===== src/core/sleep_gate_pkg.sv =====
/*
 sleep-mode unit clock gate register: offsets, field layout, reset values.
 assumes a classic wishbone register bus on one clock, CLK at 125 MHz.
*/
// How it works
// - gate register sits at byte offset 0x114, reads all zero after reset
// - a set gate bit clocks its unit; a clear bit leaves it unclocked
// - peripheral access to an unclocked unit gets a bus fault, not a transfer
// - all gate bits are zero after reset
// - run gates apply running, sleep gates in sleep, deep gates in deep sleep
// - sleep and deep gates only count when auto gating enable is set
// - bit 24 gates comparator zero
// - bits 19 to 16 gate general-purpose counters three to zero
// - bit 12 gates two-wire unit zero
// - bits 5 and 4 gate synchronous serial units one and zero
// - bits 2 to 0 gate serial ports two to zero
// - reserved bits read zero and ignore writes
package sleep_gate_pkg;
  localparam logic [11:0] SLEEP_GATES_OFFSET = 12'h114;
  localparam logic [11:0] RUN_GATES_OFFSET = 12'h104;
  localparam logic [11:0] DEEP_GATES_OFFSET = 12'h124;
  localparam logic [11:0] CONTROL_OFFSET = 12'h200;
  localparam logic [11:0] EVENT_STATUS_OFFSET = 12'h204;
  localparam logic [11:0] EVENT_MASK_OFFSET = 12'h208;
  localparam logic [31:0] GATES_RESET = 32'h0000_0000;
  localparam logic [31:0] GATES_WRITABLE = 32'h010F_1037;
  localparam int COMPARATOR_ZERO_BIT = 24;
  localparam int GP_COUNTER_ZERO_BIT = 16;
  localparam int TWO_WIRE_ZERO_BIT = 12;
  localparam int SYNC_SERIAL_ZERO_BIT = 4;
  localparam int SERIAL_PORT_ZERO_BIT = 0;
  localparam int AUTO_GATING_BIT = 0;
  localparam int MODE_LSB = 1;
  localparam logic [3:0] EVENT_RESET = 4'h0;
  localparam int EV_FAULT_BIT = 0;
  localparam int EV_MODE_BIT = 1;
  localparam int EV_GATES_BIT = 2;
  localparam int EV_UNMAPPED_BIT = 3;
  typedef enum logic [1:0] {MODE_RUN, MODE_SLEEP, MODE_DEEP} power_mode_e;
  typedef enum {ST_IDLE, ST_ACK} bus_state_e;
endpackage : sleep_gate_pkg


===== src/core/gate_regs_if.sv =====
/*
 interface carrying the three gate words from register file to gate select.
 assumes both ends share CLK.
*/
`timescale 1ns/10ps
interface gate_regs_if;
  logic [31:0] run_gates;
  logic [31:0] sleep_gates;
  logic [31:0] deep_gates;
  logic auto_gating_enable;
  logic [1:0] mode;
  logic [31:0] active_gates;
  modport regs (output run_gates, sleep_gates, deep_gates,
    auto_gating_enable, mode, input active_gates);
  modport sel (input run_gates, sleep_gates, deep_gates,
    auto_gating_enable, mode, output active_gates);
endinterface : gate_regs_if


===== src/core/gate_select.sv =====
/*
 chooses the gate word that is in force for the present power mode.
 assumes mode and words are registered on CLK.
*/
`timescale 1ns/10ps
module gate_select (
  input wire logic CLK,
  input wire logic RST_B,
  gate_regs_if.sel g
);
  logic [31:0] active_next;
  logic [31:0] active_reg;

  always_comb begin
    case (g.mode)
      sleep_gate_pkg::MODE_SLEEP: begin
        // sleep word only with auto gating, else run word holds
        active_next = g.auto_gating_enable ? g.sleep_gates
          : g.run_gates;
      end
      sleep_gate_pkg::MODE_DEEP: begin
        active_next = g.auto_gating_enable ? g.deep_gates
          : g.run_gates;
      end
      default: begin
        active_next = g.run_gates;
      end
    endcase
  end

  // registered so the enables never glitch into the gate cells
  always_ff @(posedge CLK or negedge RST_B) begin
    if (!RST_B) begin
      active_reg <= sleep_gate_pkg::GATES_RESET;
    end else begin
      active_reg <= active_next & sleep_gate_pkg::GATES_WRITABLE;
    end
  end

  assign g.active_gates = active_reg;
endmodule : gate_select


===== src/core/sleep_clock_gating.sv =====
/*
 sleep-mode unit clock gate register with wishbone slave, clock enables,
 bus-fault check for peripheral accesses and an event interrupt.
 assumes one clock, an asynchronous active-low reset, and that the power
 mode input comes from logic on the same clock.
*/
// The Wishbone slave port is this design's own decision.
`timescale 1ns/10ps
module sleep_clock_gating (
  input wire logic CLK,
  input wire logic RST_B,
  input wire logic CYC_I,
  input wire logic STB_I,
  input wire logic WE_I,
  input wire logic [11:0] ADR_I,
  input wire logic [3:0] SEL_I,
  input wire logic [31:0] DAT_I,
  output logic [31:0] DAT_O,
  output logic ACK_O,
  output logic ERR_O,
  input wire logic [1:0] POWER_MODE,
  input wire logic [31:0] UNIT_ACCESS,
  output logic UNIT_FAULT,
  output logic [31:0] UNIT_CLOCK_ENABLE,
  output logic IRQ
);
  gate_regs_if g ();

  logic [31:0] run_reg;
  logic [31:0] sleep_reg;
  logic [31:0] deep_reg;
  logic [2:0] control_reg;
  logic [3:0] status_reg;
  logic [3:0] status_next;
  logic [3:0] mask_reg;
  logic [31:0] dat_reg;
  logic [31:0] dat_next;
  logic ack_reg;
  logic err_reg;
  logic fault_reg;
  logic [31:0] prev_active_reg;
  logic [1:0] prev_mode_reg;
  sleep_gate_pkg::bus_state_e state_reg;
  sleep_gate_pkg::bus_state_e state_next;
  logic req;
  logic wr;
  logic rd;
  logic mapped;
  logic fault_now;

  function automatic logic [31:0] merge(input logic [31:0] old,
    input logic [31:0] data, input logic [3:0] sel);
    logic [31:0] m;
    m = {{8{sel[3]}}, {8{sel[2]}}, {8{sel[1]}}, {8{sel[0]}}};
    // reserved bits stay zero whatever is written
    merge = ((old & ~m) | (data & m)) & sleep_gate_pkg::GATES_WRITABLE;
  endfunction : merge

  function automatic logic hit(input logic [11:0] adr,
    input logic [11:0] off);
    hit = (adr[11:2] == off[11:2]);
  endfunction : hit

  assign req = CYC_I && STB_I && (state_reg == sleep_gate_pkg::ST_IDLE);
  assign mapped = hit(ADR_I, sleep_gate_pkg::SLEEP_GATES_OFFSET)
    || hit(ADR_I, sleep_gate_pkg::RUN_GATES_OFFSET)
    || hit(ADR_I, sleep_gate_pkg::DEEP_GATES_OFFSET)
    || hit(ADR_I, sleep_gate_pkg::CONTROL_OFFSET)
    || hit(ADR_I, sleep_gate_pkg::EVENT_STATUS_OFFSET)
    || hit(ADR_I, sleep_gate_pkg::EVENT_MASK_OFFSET);
  assign wr = req && WE_I && mapped;
  assign rd = req && !WE_I && mapped;

  always_comb begin
    case (state_reg)
      sleep_gate_pkg::ST_IDLE: begin
        state_next = req ? sleep_gate_pkg::ST_ACK : sleep_gate_pkg::ST_IDLE;
      end
      default: begin
        state_next = sleep_gate_pkg::ST_IDLE;
      end
    endcase
  end

  always_ff @(posedge CLK or negedge RST_B) begin
    if (!RST_B) begin
      state_reg <= sleep_gate_pkg::ST_IDLE;
      ack_reg <= 1'b0;
      err_reg <= 1'b0;
    end else begin
      state_reg <= state_next;
      ack_reg <= req && mapped;
      err_reg <= req && !mapped;
    end
  end

  // gate words
  always_ff @(posedge CLK or negedge RST_B) begin
    if (!RST_B) begin
      sleep_reg <= sleep_gate_pkg::GATES_RESET;
      run_reg <= sleep_gate_pkg::GATES_RESET;
      deep_reg <= sleep_gate_pkg::GATES_RESET;
    end else if (wr) begin
      if (hit(ADR_I, sleep_gate_pkg::SLEEP_GATES_OFFSET)) begin
        sleep_reg <= merge(sleep_reg, DAT_I, SEL_I);
      end
      if (hit(ADR_I, sleep_gate_pkg::RUN_GATES_OFFSET)) begin
        run_reg <= merge(run_reg, DAT_I, SEL_I);
      end
      if (hit(ADR_I, sleep_gate_pkg::DEEP_GATES_OFFSET)) begin
        deep_reg <= merge(deep_reg, DAT_I, SEL_I);
      end
    end
  end

  always_ff @(posedge CLK or negedge RST_B) begin
    if (!RST_B) begin
      control_reg <= 3'h0;
      mask_reg <= sleep_gate_pkg::EVENT_RESET;
    end else if (wr && SEL_I[0]) begin
      if (hit(ADR_I, sleep_gate_pkg::CONTROL_OFFSET)) begin
        control_reg <= {DAT_I[sleep_gate_pkg::MODE_LSB +: 2],
          DAT_I[sleep_gate_pkg::AUTO_GATING_BIT]};
      end
      if (hit(ADR_I, sleep_gate_pkg::EVENT_MASK_OFFSET)) begin
        mask_reg <= DAT_I[3:0];
      end
    end
  end

  assign g.run_gates = run_reg;
  assign g.sleep_gates = sleep_reg;
  assign g.deep_gates = deep_reg;
  assign g.auto_gating_enable = control_reg[0];
  assign g.mode = POWER_MODE;

  gate_select u_sel (
    .CLK(CLK),
    .RST_B(RST_B),
    .g(g)
  );

  assign UNIT_CLOCK_ENABLE = g.active_gates;

  // a unit whose enable is low cannot answer, so flag the access
  assign fault_now = |(UNIT_ACCESS & ~g.active_gates);

  always_ff @(posedge CLK or negedge RST_B) begin
    if (!RST_B) begin
      fault_reg <= 1'b0;
      prev_active_reg <= sleep_gate_pkg::GATES_RESET;
      prev_mode_reg <= 2'h0;
    end else begin
      fault_reg <= fault_now;
      prev_active_reg <= g.active_gates;
      prev_mode_reg <= POWER_MODE;
    end
  end

  assign UNIT_FAULT = fault_reg;

  // events: set beats the clear-on-read in the same cycle
  always_comb begin
    status_next = status_reg;
    if (rd && hit(ADR_I, sleep_gate_pkg::EVENT_STATUS_OFFSET)) begin
      status_next = sleep_gate_pkg::EVENT_RESET;
    end
    if (fault_now) begin
      status_next[sleep_gate_pkg::EV_FAULT_BIT] = 1'b1;
    end
    if (prev_mode_reg != POWER_MODE) begin
      status_next[sleep_gate_pkg::EV_MODE_BIT] = 1'b1;
    end
    if (prev_active_reg != g.active_gates) begin
      status_next[sleep_gate_pkg::EV_GATES_BIT] = 1'b1;
    end
    if (req && !mapped) begin
      status_next[sleep_gate_pkg::EV_UNMAPPED_BIT] = 1'b1;
    end
  end

  always_ff @(posedge CLK or negedge RST_B) begin
    if (!RST_B) begin
      status_reg <= sleep_gate_pkg::EVENT_RESET;
    end else begin
      status_reg <= status_next;
    end
  end

  assign IRQ = |(status_reg & mask_reg);

  always_comb begin
    dat_next = 32'h0000_0000;
    if (hit(ADR_I, sleep_gate_pkg::SLEEP_GATES_OFFSET)) begin
      dat_next = sleep_reg;
    end else if (hit(ADR_I, sleep_gate_pkg::RUN_GATES_OFFSET)) begin
      dat_next = run_reg;
    end else if (hit(ADR_I, sleep_gate_pkg::DEEP_GATES_OFFSET)) begin
      dat_next = deep_reg;
    end else if (hit(ADR_I, sleep_gate_pkg::CONTROL_OFFSET)) begin
      dat_next = {29'h0000_0000, control_reg};
    end else if (hit(ADR_I, sleep_gate_pkg::EVENT_STATUS_OFFSET)) begin
      dat_next = {28'h000_0000, status_reg};
    end else if (hit(ADR_I, sleep_gate_pkg::EVENT_MASK_OFFSET)) begin
      dat_next = {28'h000_0000, mask_reg};
    end
  end

  always_ff @(posedge CLK or negedge RST_B) begin
    if (!RST_B) begin
      dat_reg <= 32'h0000_0000;
    end else if (rd) begin
      dat_reg <= dat_next;
    end
  end

  assign DAT_O = dat_reg;
  assign ACK_O = ack_reg;
  assign ERR_O = err_reg;
endmodule : sleep_clock_gating


===== config.mk =====
export PLATFORM = sky130hd
export DESIGN_NAME = sleep_clock_gating
export DESIGN_NICKNAME = d
export VERILOG_FILES = /design/src/core/sleep_gate_pkg.sv /design/src/core/gate_regs_if.sv /design/src/core/gate_select.sv /design/src/core/sleep_clock_gating.sv
export SDC_FILE = /design/constraint.sdc
export NUM_CORES = 1
export LEC_CHECK = 0
export ABC_AREA = 1
export CAP_MARGIN = 20
export CORE_ASPECT_RATIO = 1.75
export CORE_MARGIN = 2
export CORE_UTILIZATION = 57
export DETAILED_ROUTE_END_ITERATION = 7
export DONT_BUFFER_PORTS = 1
export PLACE_DENSITY = 0.75
export SLEW_MARGIN = 10
export SYNTH_ARGS = -nofsm -noshare
export SYNTH_HDL_FRONTEND = slang
export SYNTH_SLANG_ARGS = --single-unit

===== constraint.sdc =====
create_clock -name CLK -period 1.6 [get_ports CLK]
set_input_delay 0.48 -clock CLK [delete_from_list [all_inputs] [get_ports CLK]]
set_output_delay 0.48 -clock CLK [all_outputs]
set_load 0.02 [all_outputs]

# Word-level counts from Yosys, hierarchy flattened
# Cells that the tools add are included.
classes:
  n_eq_ne: 10
  muxes: 16
  bitwise: 11
  reduce_logical: 30
op_table:
  columns: ["op", "n"]
  rows:
  - ["2-to-1 mux 25 bit", 5]
  - ["bitwise AND 25 bit", 4]
  - ["OR 25 bit", 3]
  - ["zero test 32 bit", 2]
  - ["one-hot mux 25 bit (2 select lines)", 1]
  - ["bitwise AND 32 bit", 1]
  - ["inverter 25 -> 32 bit", 1]
  - ["OR reduction 32 bit", 1]
  - ["== test 10 x 7 -> 1 bit (second input constant)", 3]
  - ["== test 10 x 8 -> 1 bit (second input constant)", 3]
  - ["inverter 25 bit", 1]
  - ["2-to-1 mux 4 bit", 4]
  - ["inequality test 11 bit", 1]
  - ["logical AND 1 bit", 10]
  - ["AND reduction 2 bit", 5]
  - ["nonzero test 2 bit", 4]
  - ["2-to-1 mux 1 bit", 6]
  - ["logical OR 1 bit", 5]
  - ["bitwise AND 4 bit", 1]
  - ["OR reduction 4 bit", 1]
  - ["== test 2 x 1 -> 1 bit (second input constant)", 1]
  - ["== test 2 bit (second input constant)", 1]
  - ["zero test 1 bit", 2]
  - ["inequality test 2 bit", 1]
totals:
  register_bits: 104
  in_bits: 87
  out_inout_bits: 68
  elab_cells: 84

# Depth between registers and ports, before layout
# Gate-level depths: netlist of the first run.
depth:
  depth_word: 10
  mapped_depth: 12
  depth_no_buf: 11

# Hierarchy
# From an unflattened synthesis of the first run, not the netlist that was laid out.
hier_totals:
  hier_cells: 688
  area_unflattened_um2: 5550.3
modules_own_cells:
  columns: ["mod", "n_inst", "cells_each", "area_per_inst_um2", "seq_area_each_um2"]
  rows:
  - ["sleep_clock_gating", 1, 574, 4753.3, 2352.3]
  - ["gate_select", 1, 114, 797.0, 275.3]

# Least setup slack after synthesis of the first run
# OpenSTA, ideal clock, no wires.
synth_path:
  path_kind: "input -> register"
  startpoint: "in ADR_I[7]"
  endpoint: "reg with a tool-made name"
  setup_time_ns: 0.118
  arrival_time_ns: 1.631
  t_required_ns: 1.482
  slack_ns: -0.149
  stages: 9
  n_path_buf: 1
  cell_sequence: "nor2_1 -> nand3_1 -> inv_1 -> nand3_1 -> nand4_2 -> buf_2 -> nand4_1 -> nand2_1 -> nand2_1"
synth_rtl:
  columns: ["item", "line_no", "rtl"]
  rows:
  - ["from (decl)", "sleep_clock_gating.sv:15", "input wire logic [11:0] ADR_I,"]

# Worst setup path in the final report of the first run
layout_path:
  startpoint: "reg status_reg[3]"
  endpoint: "out IRQ"
layout_between:
  elab_chain_len: 2
layout_lines:
  columns: ["item", "line_no", "rtl"]
  rows:
  - ["from (decl)", "sleep_clock_gating.sv:33", "logic [3:0] status_reg;"]
  - ["from (signal assigned)", "sleep_clock_gating.sv:184", "status_reg <= sleep_gate_pkg::EVENT_RESET;"]
  - ["from (signal assigned)", "sleep_clock_gating.sv:186", "status_reg <= status_next;"]
  - ["bitwise AND 4 bit", "sleep_clock_gating.sv:190", "assign IRQ = |(status_reg & mask_reg);"]
  - ["OR reduction 4 bit", "sleep_clock_gating.sv:190", null]
  - ["to (decl)", "sleep_clock_gating.sv:25", "output logic IRQ"]
# No other way between the ends.

==> qor.txt, run 1 <==
Most frequent cells after synthesis = 122 x nand2_1, 84 x dfrtp_1, 70 x inv_1
Largest net degree at the start of global routing = 85
Pwr dens = 861 nW/um^2
Mapped Area = 4520 um^2
Clock tree sinks = 84
Crit path launch type = flop
Via-to-Cell Ratio = 5.41
Largest family of logic cells by synthesized area = simple AND/OR/NAND/NOR gates
Number of synthesized flops with an enable pin = 0
Routing usage on met1 = 29.1%
DIE WIDTH = 71.3 um
Number of global-route vias before repair = 3,777
Status = finished, violations left
Multiplexer share of the synthesized area = 0%
Final setup skew = 0.00491 ns
Synth Warn # = 0
XOR/XNOR share of the synthesized area = 2.13%
N_diodes = 0
Layer with the highest usage = met2
Core Util, Final = 68.4%
Final #Nets = 718
CP max FO = 2
Total GRT Usage = 26.1%
Deepest clock path buffer count = 2
Synth Area in Simple Gates = 28.5%
Pre-CTS WS = -0.256 ns
Cell count of the worst reg-to-reg path = 7
Critical R2R Launch = state_reg[0]
Async set-reset flop share out of synthesis = 100%
Core Area = 7800 um^2
# Max-Cap Violations = 0
Routability congestion estimate = 0.838
Dpl hpwl = 8.43 mm
Synth top area share = 46.5%
Fin. Hold Viols = 84
Fin crit share = 104%
Yosys reg bits = 84
Met3 Use GR = 6.12%
Synth Area per Inst = 8.02 um^2
Antenna violations before repair = 0
Failing checks = negative hold slack, negative setup slack
Mapped Cells = 564
Area added between synthesis and finish = 18.0%
Worst Setup End Kind = output port
CTS buffer count = 9
Critical Setup Path Class = reg -> out
Synth cell types = 32
Synth Flop Type = dfrtp_1
Drt first pass iters = 5
Unrepaired setup endpoints after global routing = yes
CP arrival = 1.19 ns
Die area = 8690 um^2
Period minus WS final = 1.67 ns
Root buffer cell = clkbuf_16
Compound-gate portion of the synthesized area = 8.14%
FMAX = 599 MHz
Final wirelength = 10.9 mm
Post-detailed-route wirelength per cell = 15.1 um
Antenna Nets Post-Route = 0
Initial core utilization = 57.9%
CTS clk-pin slew, worst paths = 0.06 ns
Initial DRC count = 247
Most numerous cell in the Yosys netlist = nand2_1
# port buffers = 0
Clock Latency Late Sink = 0.33 ns
Global route total overflow = 0
Final hold slack = -0.160 ns
Final setup fails = 1
Final Cell Area = 5340 um^2
First-pass GRT wire length = 17.5 mm
CTS tree = yes
Layout cells sized above 1 = 18.5%
Pleak = 2.77 nW
Synth area leader = dfrtp_1
Post-place instance area = 4910 um^2
Crit path from = status_reg[3]
Slew Viols, Final = 0
Hold Crit Class = in -> async
DRC = 0
Worst EP required = 1.12 ns
Area contributors post-synth = dfrtp_1 46%, nand2_1 10%, buf_4 7.0%, nand3_1 6.6%, inv_1 5.8%
GR Util met2 = 47.0%
Die Y-Extent = 122 um
# rows = 43
Boundary Pins = 155
Max IR drop VDD = 564 uV
Htree depth = 3
Post-Synth Adder-Cell Area = 0.554%
Power, Total = 4.59 mW
Sequential-to-total area share from yosys stat = 46.5%
Routed vias = 3,913
Fin worst setup slack = -0.0699 ns
R2R Setup Slk = 0.16 ns
Final setup TNS = -0.0699 ns
timing repair:
action,4_1_cts,5_1_grt
resized for setup,6,12
buffers inserted,4,2
cloned,0,0
setup endpoints to repair,2,9
pin swaps,0,5
hold endpoints to repair,84,84
layout by cell type (no fill, tap or decap), drive strengths merged, types with 13 or more instances in the layout:
cell type,instances
nor2,54
conb,41
nand2,124
nand3,62
buf,66
dfrtp,84
inv,72
nand4,22
o22ai,13
a21oi,13
o21ai,31
cell families after synthesis:
| group | Yosys count |
|---|---|
| AO/OA/AOI/OAI | 65 |
| XOR/XNOR | 11 |
| other | 1 |
| flip-flops | 84 |
| adder cells (fa/ha/maj) | 2 |
| buffers and inverters | 125 |
| AND/OR/NAND/NOR | 276 |
layer usage:
| metal | vias to the layer above | routed length (um) |
|---|---|---|
| met1 | 1842 | 4000 |
| met4 | 0 | 263 |
| met3 | 21 | 690 |
| met5 | - | 0 |
| met2 | 158 | 5990 |
| li1 | 1892 | - |
worst max-delay path, cell delays in order, from the launching register on:
cell and delay, ns:
dfrtp_1 0.37, inv_2 0.07, o22ai_2 0.09, a21oi_2 0.10
o21ai_1 0.07, buf_4 0.16
metrics by stage:
step           cells  hold WS, ns
2_1_floorplan    604        0.184
3_3_place_gp     702        0.186
3_5_place_dp     702        0.186
4_1_cts          721       -0.172
5_1_grt          723       -0.175
6_report         723       -0.160
area by class of cell:
cell class,instances,area (um^2)
clock inverters,4,72.6
fillers,652,2470
multi-input cells,395,2010
clock buffers,11,253
repair buffers,66,508
inverters,73,278
flip-flops and latches,84,2100
well taps,90,113
where the power goes:
part	switching [mW]	internal [mW]	leakage (nW)
Clock	0.777	1.44	0.158
Combinational	0.179	0.0619	1.49
Sequential	0.00449	2.13	1.12
Total	0.961	3.63	2.77
how the worst max path moves through the flow:
stage	slack [ns]	endpoint	cells past startpoint
2_1_floorplan	-0.08	flop	12
3_3_place_gp	-0.21	DAT_O[17]	9
3_5_place_dp	-0.26	DAT_O[5]	8
4_1_cts	-0.07	IRQ	5
5_1_grt	-0.14	IRQ	5
6_report	-0.07	IRQ	5
(Power assumes the default switching activity.)
==> run 2: changes to the inputs <==
--- a/config.mk
+++ b/config.mk
@@ -12,6 +12,7 @@
 export CORE_UTILIZATION = 57
 export DETAILED_ROUTE_END_ITERATION = 7
 export DONT_BUFFER_PORTS = 1
+export MAX_ROUTING_LAYER = met4
 export PLACE_DENSITY = 0.75
 export SLEW_MARGIN = 10
 export SYNTH_ARGS = -nofsm -noshare
==> run 2 against run 1 <==
  * The run still ends with negative hold slack, negative setup slack left
  * Die area is the same
  * Fmax hardly changed
  * Core utilization unchanged
  * Via count is essentially flat
  * Sequential power barely moved
  * Critical endpoint unchanged
  * Largest cell class unchanged
  * Highest routed layer unchanged
==> qor.txt, run 2 (same netlist as run 1, synthesis figures left out) <==
Final setup skew = 0.00597 ns (was 0.00491 ns)
Antenna Nets Post-Route = 0 (unchanged)
CP max FO = 2 (unchanged)
Deepest clock path buffer count = 2 (unchanged)
Fin. Hold Viols = 84 (unchanged)
Via-to-Cell Ratio = 5.41 (about the same)
Routed vias = 3,911 (was 3,913)
Core Area = 7800 um^2 (unchanged)
Clock share of power = 48.3% (about the same)
Layout cells sized above 1 = 18.5% (unchanged)
GR Util met2 = 47.1% (was 47.0%)
N_diodes = 0 (unchanged)
Root buffer cell = clkbuf_16 (unchanged)
Crit path launch type = flop (unchanged)
Antenna violations before repair = 0 (unchanged)
CTS tree = yes (unchanged)
Met3 Use GR = 6.12% (unchanged)
Final Cell Area = 5340 um^2 (unchanged)
Final hold slack = -0.160 ns (about the same)
Post-place instance area = 4910 um^2 (unchanged)
Critical Setup Path Class = reg -> out (unchanged)
Dpl hpwl = 8.43 mm (unchanged)
CTS buffer count = 9 (unchanged)
Routing usage on met1 = 29.1% (about the same)
Final #Nets = 718 (unchanged)
Global route total overflow = 0 (unchanged)
Drt first pass iters = 5 (unchanged)
Sequential power share = 46.4% (was 46.5%)
Slew Viols, Final = 0 (unchanged)
# Max-Cap Violations = 0 (unchanged)
Pleak = 2.77 nW (unchanged)
Area added between synthesis and finish = 18.0% (unchanged)
Net Sw Frac = 21.0% (was 20.9%)
Final wirelength = 10.9 mm (about the same)
Area of the multi-input gates = 2010 um^2 (unchanged)
Worst EP required = 1.12 ns (about the same)
Die area = 8690 um^2 (unchanged)
Initial core utilization = 57.9% (unchanged)
Die Y-Extent = 122 um (unchanged)
Period minus WS final = 1.67 ns (about the same)
Worst Setup End Kind = output port (unchanged)
FMAX = 599 MHz (about the same)
Layer with the highest usage = met2 (unchanged)
Fin worst setup slack = -0.0697 ns (was -0.0699 ns)
Post-detailed-route wirelength per cell = 15.1 um (about the same)
CTS clk-pin slew, worst paths = 0.06 ns (about the same)
Largest net degree at the start of global routing = 85 (unchanged)
Commonest non-fill, non-tap cell in the layout = nand2_1 (unchanged)
Filler cell count = 652 (unchanged)
Reg area = 2100 um^2 (unchanged)
Failing checks = negative hold slack, negative setup slack (unchanged)
Hold Crit Class = in -> async (unchanged)
Int Pwr = 3.63 mW (about the same)
# rows = 43 (unchanged)
Initial DRC count = 317 (was 247)
First-pass GRT wire length = 17.5 mm (about the same)
Non-Filler Instances = 723 (unchanged)
Placed Instances = 702 (unchanged)
Max IR drop VDD = 569 uV (was 564 uV)
Boundary Pins = 155 (unchanged)
Pwr dens = 862 nW/um^2 (was 861 nW/um^2)
Clock tree sinks = 84 (unchanged)
Routability congestion estimate = 0.851 (was 0.838)
Unrepaired setup endpoints after global routing = yes (unchanged)
DIE WIDTH = 71.3 um (unchanged)
Clock Latency Late Sink = 0.34 ns (was 0.33 ns)
Final setup TNS = -0.0697 ns (was -0.0699 ns)
P_sw = 967 uW (was 961 uW)
Most frequent cells in the layout = 121 x nand2_1, 84 x dfrtp_1, 65 x buf_4 (unchanged)
Number of global-route vias before repair = 3,777 (unchanged)
Total GRT Usage = 26.8% (was 26.1%)
CP arrival = 1.19 ns (about the same)
# port buffers = 0 (unchanged)
Comb power frac = 5.2% (was 5.3%)
DRC = 0 (unchanged)
Final setup fails = 1 (unchanged)
Status = finished, violations left (unchanged)
Core Util, Final = 68.4% (unchanged)
Fin crit share = 104% (about the same)
Htree depth = 3 (unchanged)
run 2: power by group through the flow:
stage | Sequential [mW] | Combinational [mW] | Clock, mW
after floorplan | 2.17 | 0.257 | 0
after global placement | 2.17 | 0.226 | 0
after detailed placement | 2.17 | 0.232 | 0
after CTS | 2.14 | 0.233 | 2.25
after global routing | 2.13 | 0.263 | 2.35
final | 2.13 | 0.241 | 2.22
run 2: critical path, cell delays in order (launching register included):
cell,delay (ns)
dfrtp_1,0.37
inv_2,0.07
o22ai_2,0.09
a21oi_2,0.10
o21ai_1,0.07
buf_4,0.16
run 2: path summary, 6_finish.rpt:
| check | start | endpoint | slack, ns | cells past startpoint |
|---|---|---|---|---|
| min reg2reg | u_sel.g.active_gates[2] | prev_active_reg[2] | 0.43 | 0 |
| max reg2reg | u_sel.g.active_gates[2] | status_reg[2] | 0.16 | 7 |
| max | status_reg[3] | IRQ | -0.07 | 5 |
| min in group CLK | POWER_MODE[0] | prev_mode_reg[0] | 0.17 | 0 |
| max in group asynchronous | RST_B | DAT_O[19] | 1.62 | 0 |
| min | RST_B | mask_reg[0] | -0.16 | 0 |
run 2: per-stage QoR:
| step | setup WS (ns) | power, mW |
|---|---|---|
| 6_report | -0.0697 | 4.60 |
| 3_5_place_dp | -0.256 | 2.41 |
| 3_3_place_gp | -0.212 | 2.40 |
| 4_1_cts | -0.0666 | 4.62 |
| 2_1_floorplan | -0.0805 | 2.43 |
| 5_1_grt | -0.136 | 4.75 |
run 2: repair_timing:
action / in CTS / in global routing
buffers inserted: 4 / 2
setup endpoints to repair: 2 / 10
endpoints found under the hold margin: 84 / 84
pin swaps: 0 / 5
gates resized for setup: 6 / 12
run 2: final cells by class:
cell class	instances	share of cell area (%)
tap	90	2.11
clock inverter	4	1.36
clock buffer	11	4.74
inverter	73	5.21
timing repair buffer	66	9.52
sequential	84	39.4
multi-input combinational	395	37.7
run 2: routing by layer:
| layer | wire, um | vias to the layer above |
|---|---|---|
| li1 | - | 1890 |
| met1 | 3910 | 1807 |
| met2 | 5920 | 191 |
| met3 | 783 | 23 |
| met4 | 289 | 0 |
| met5 | 0 | - |
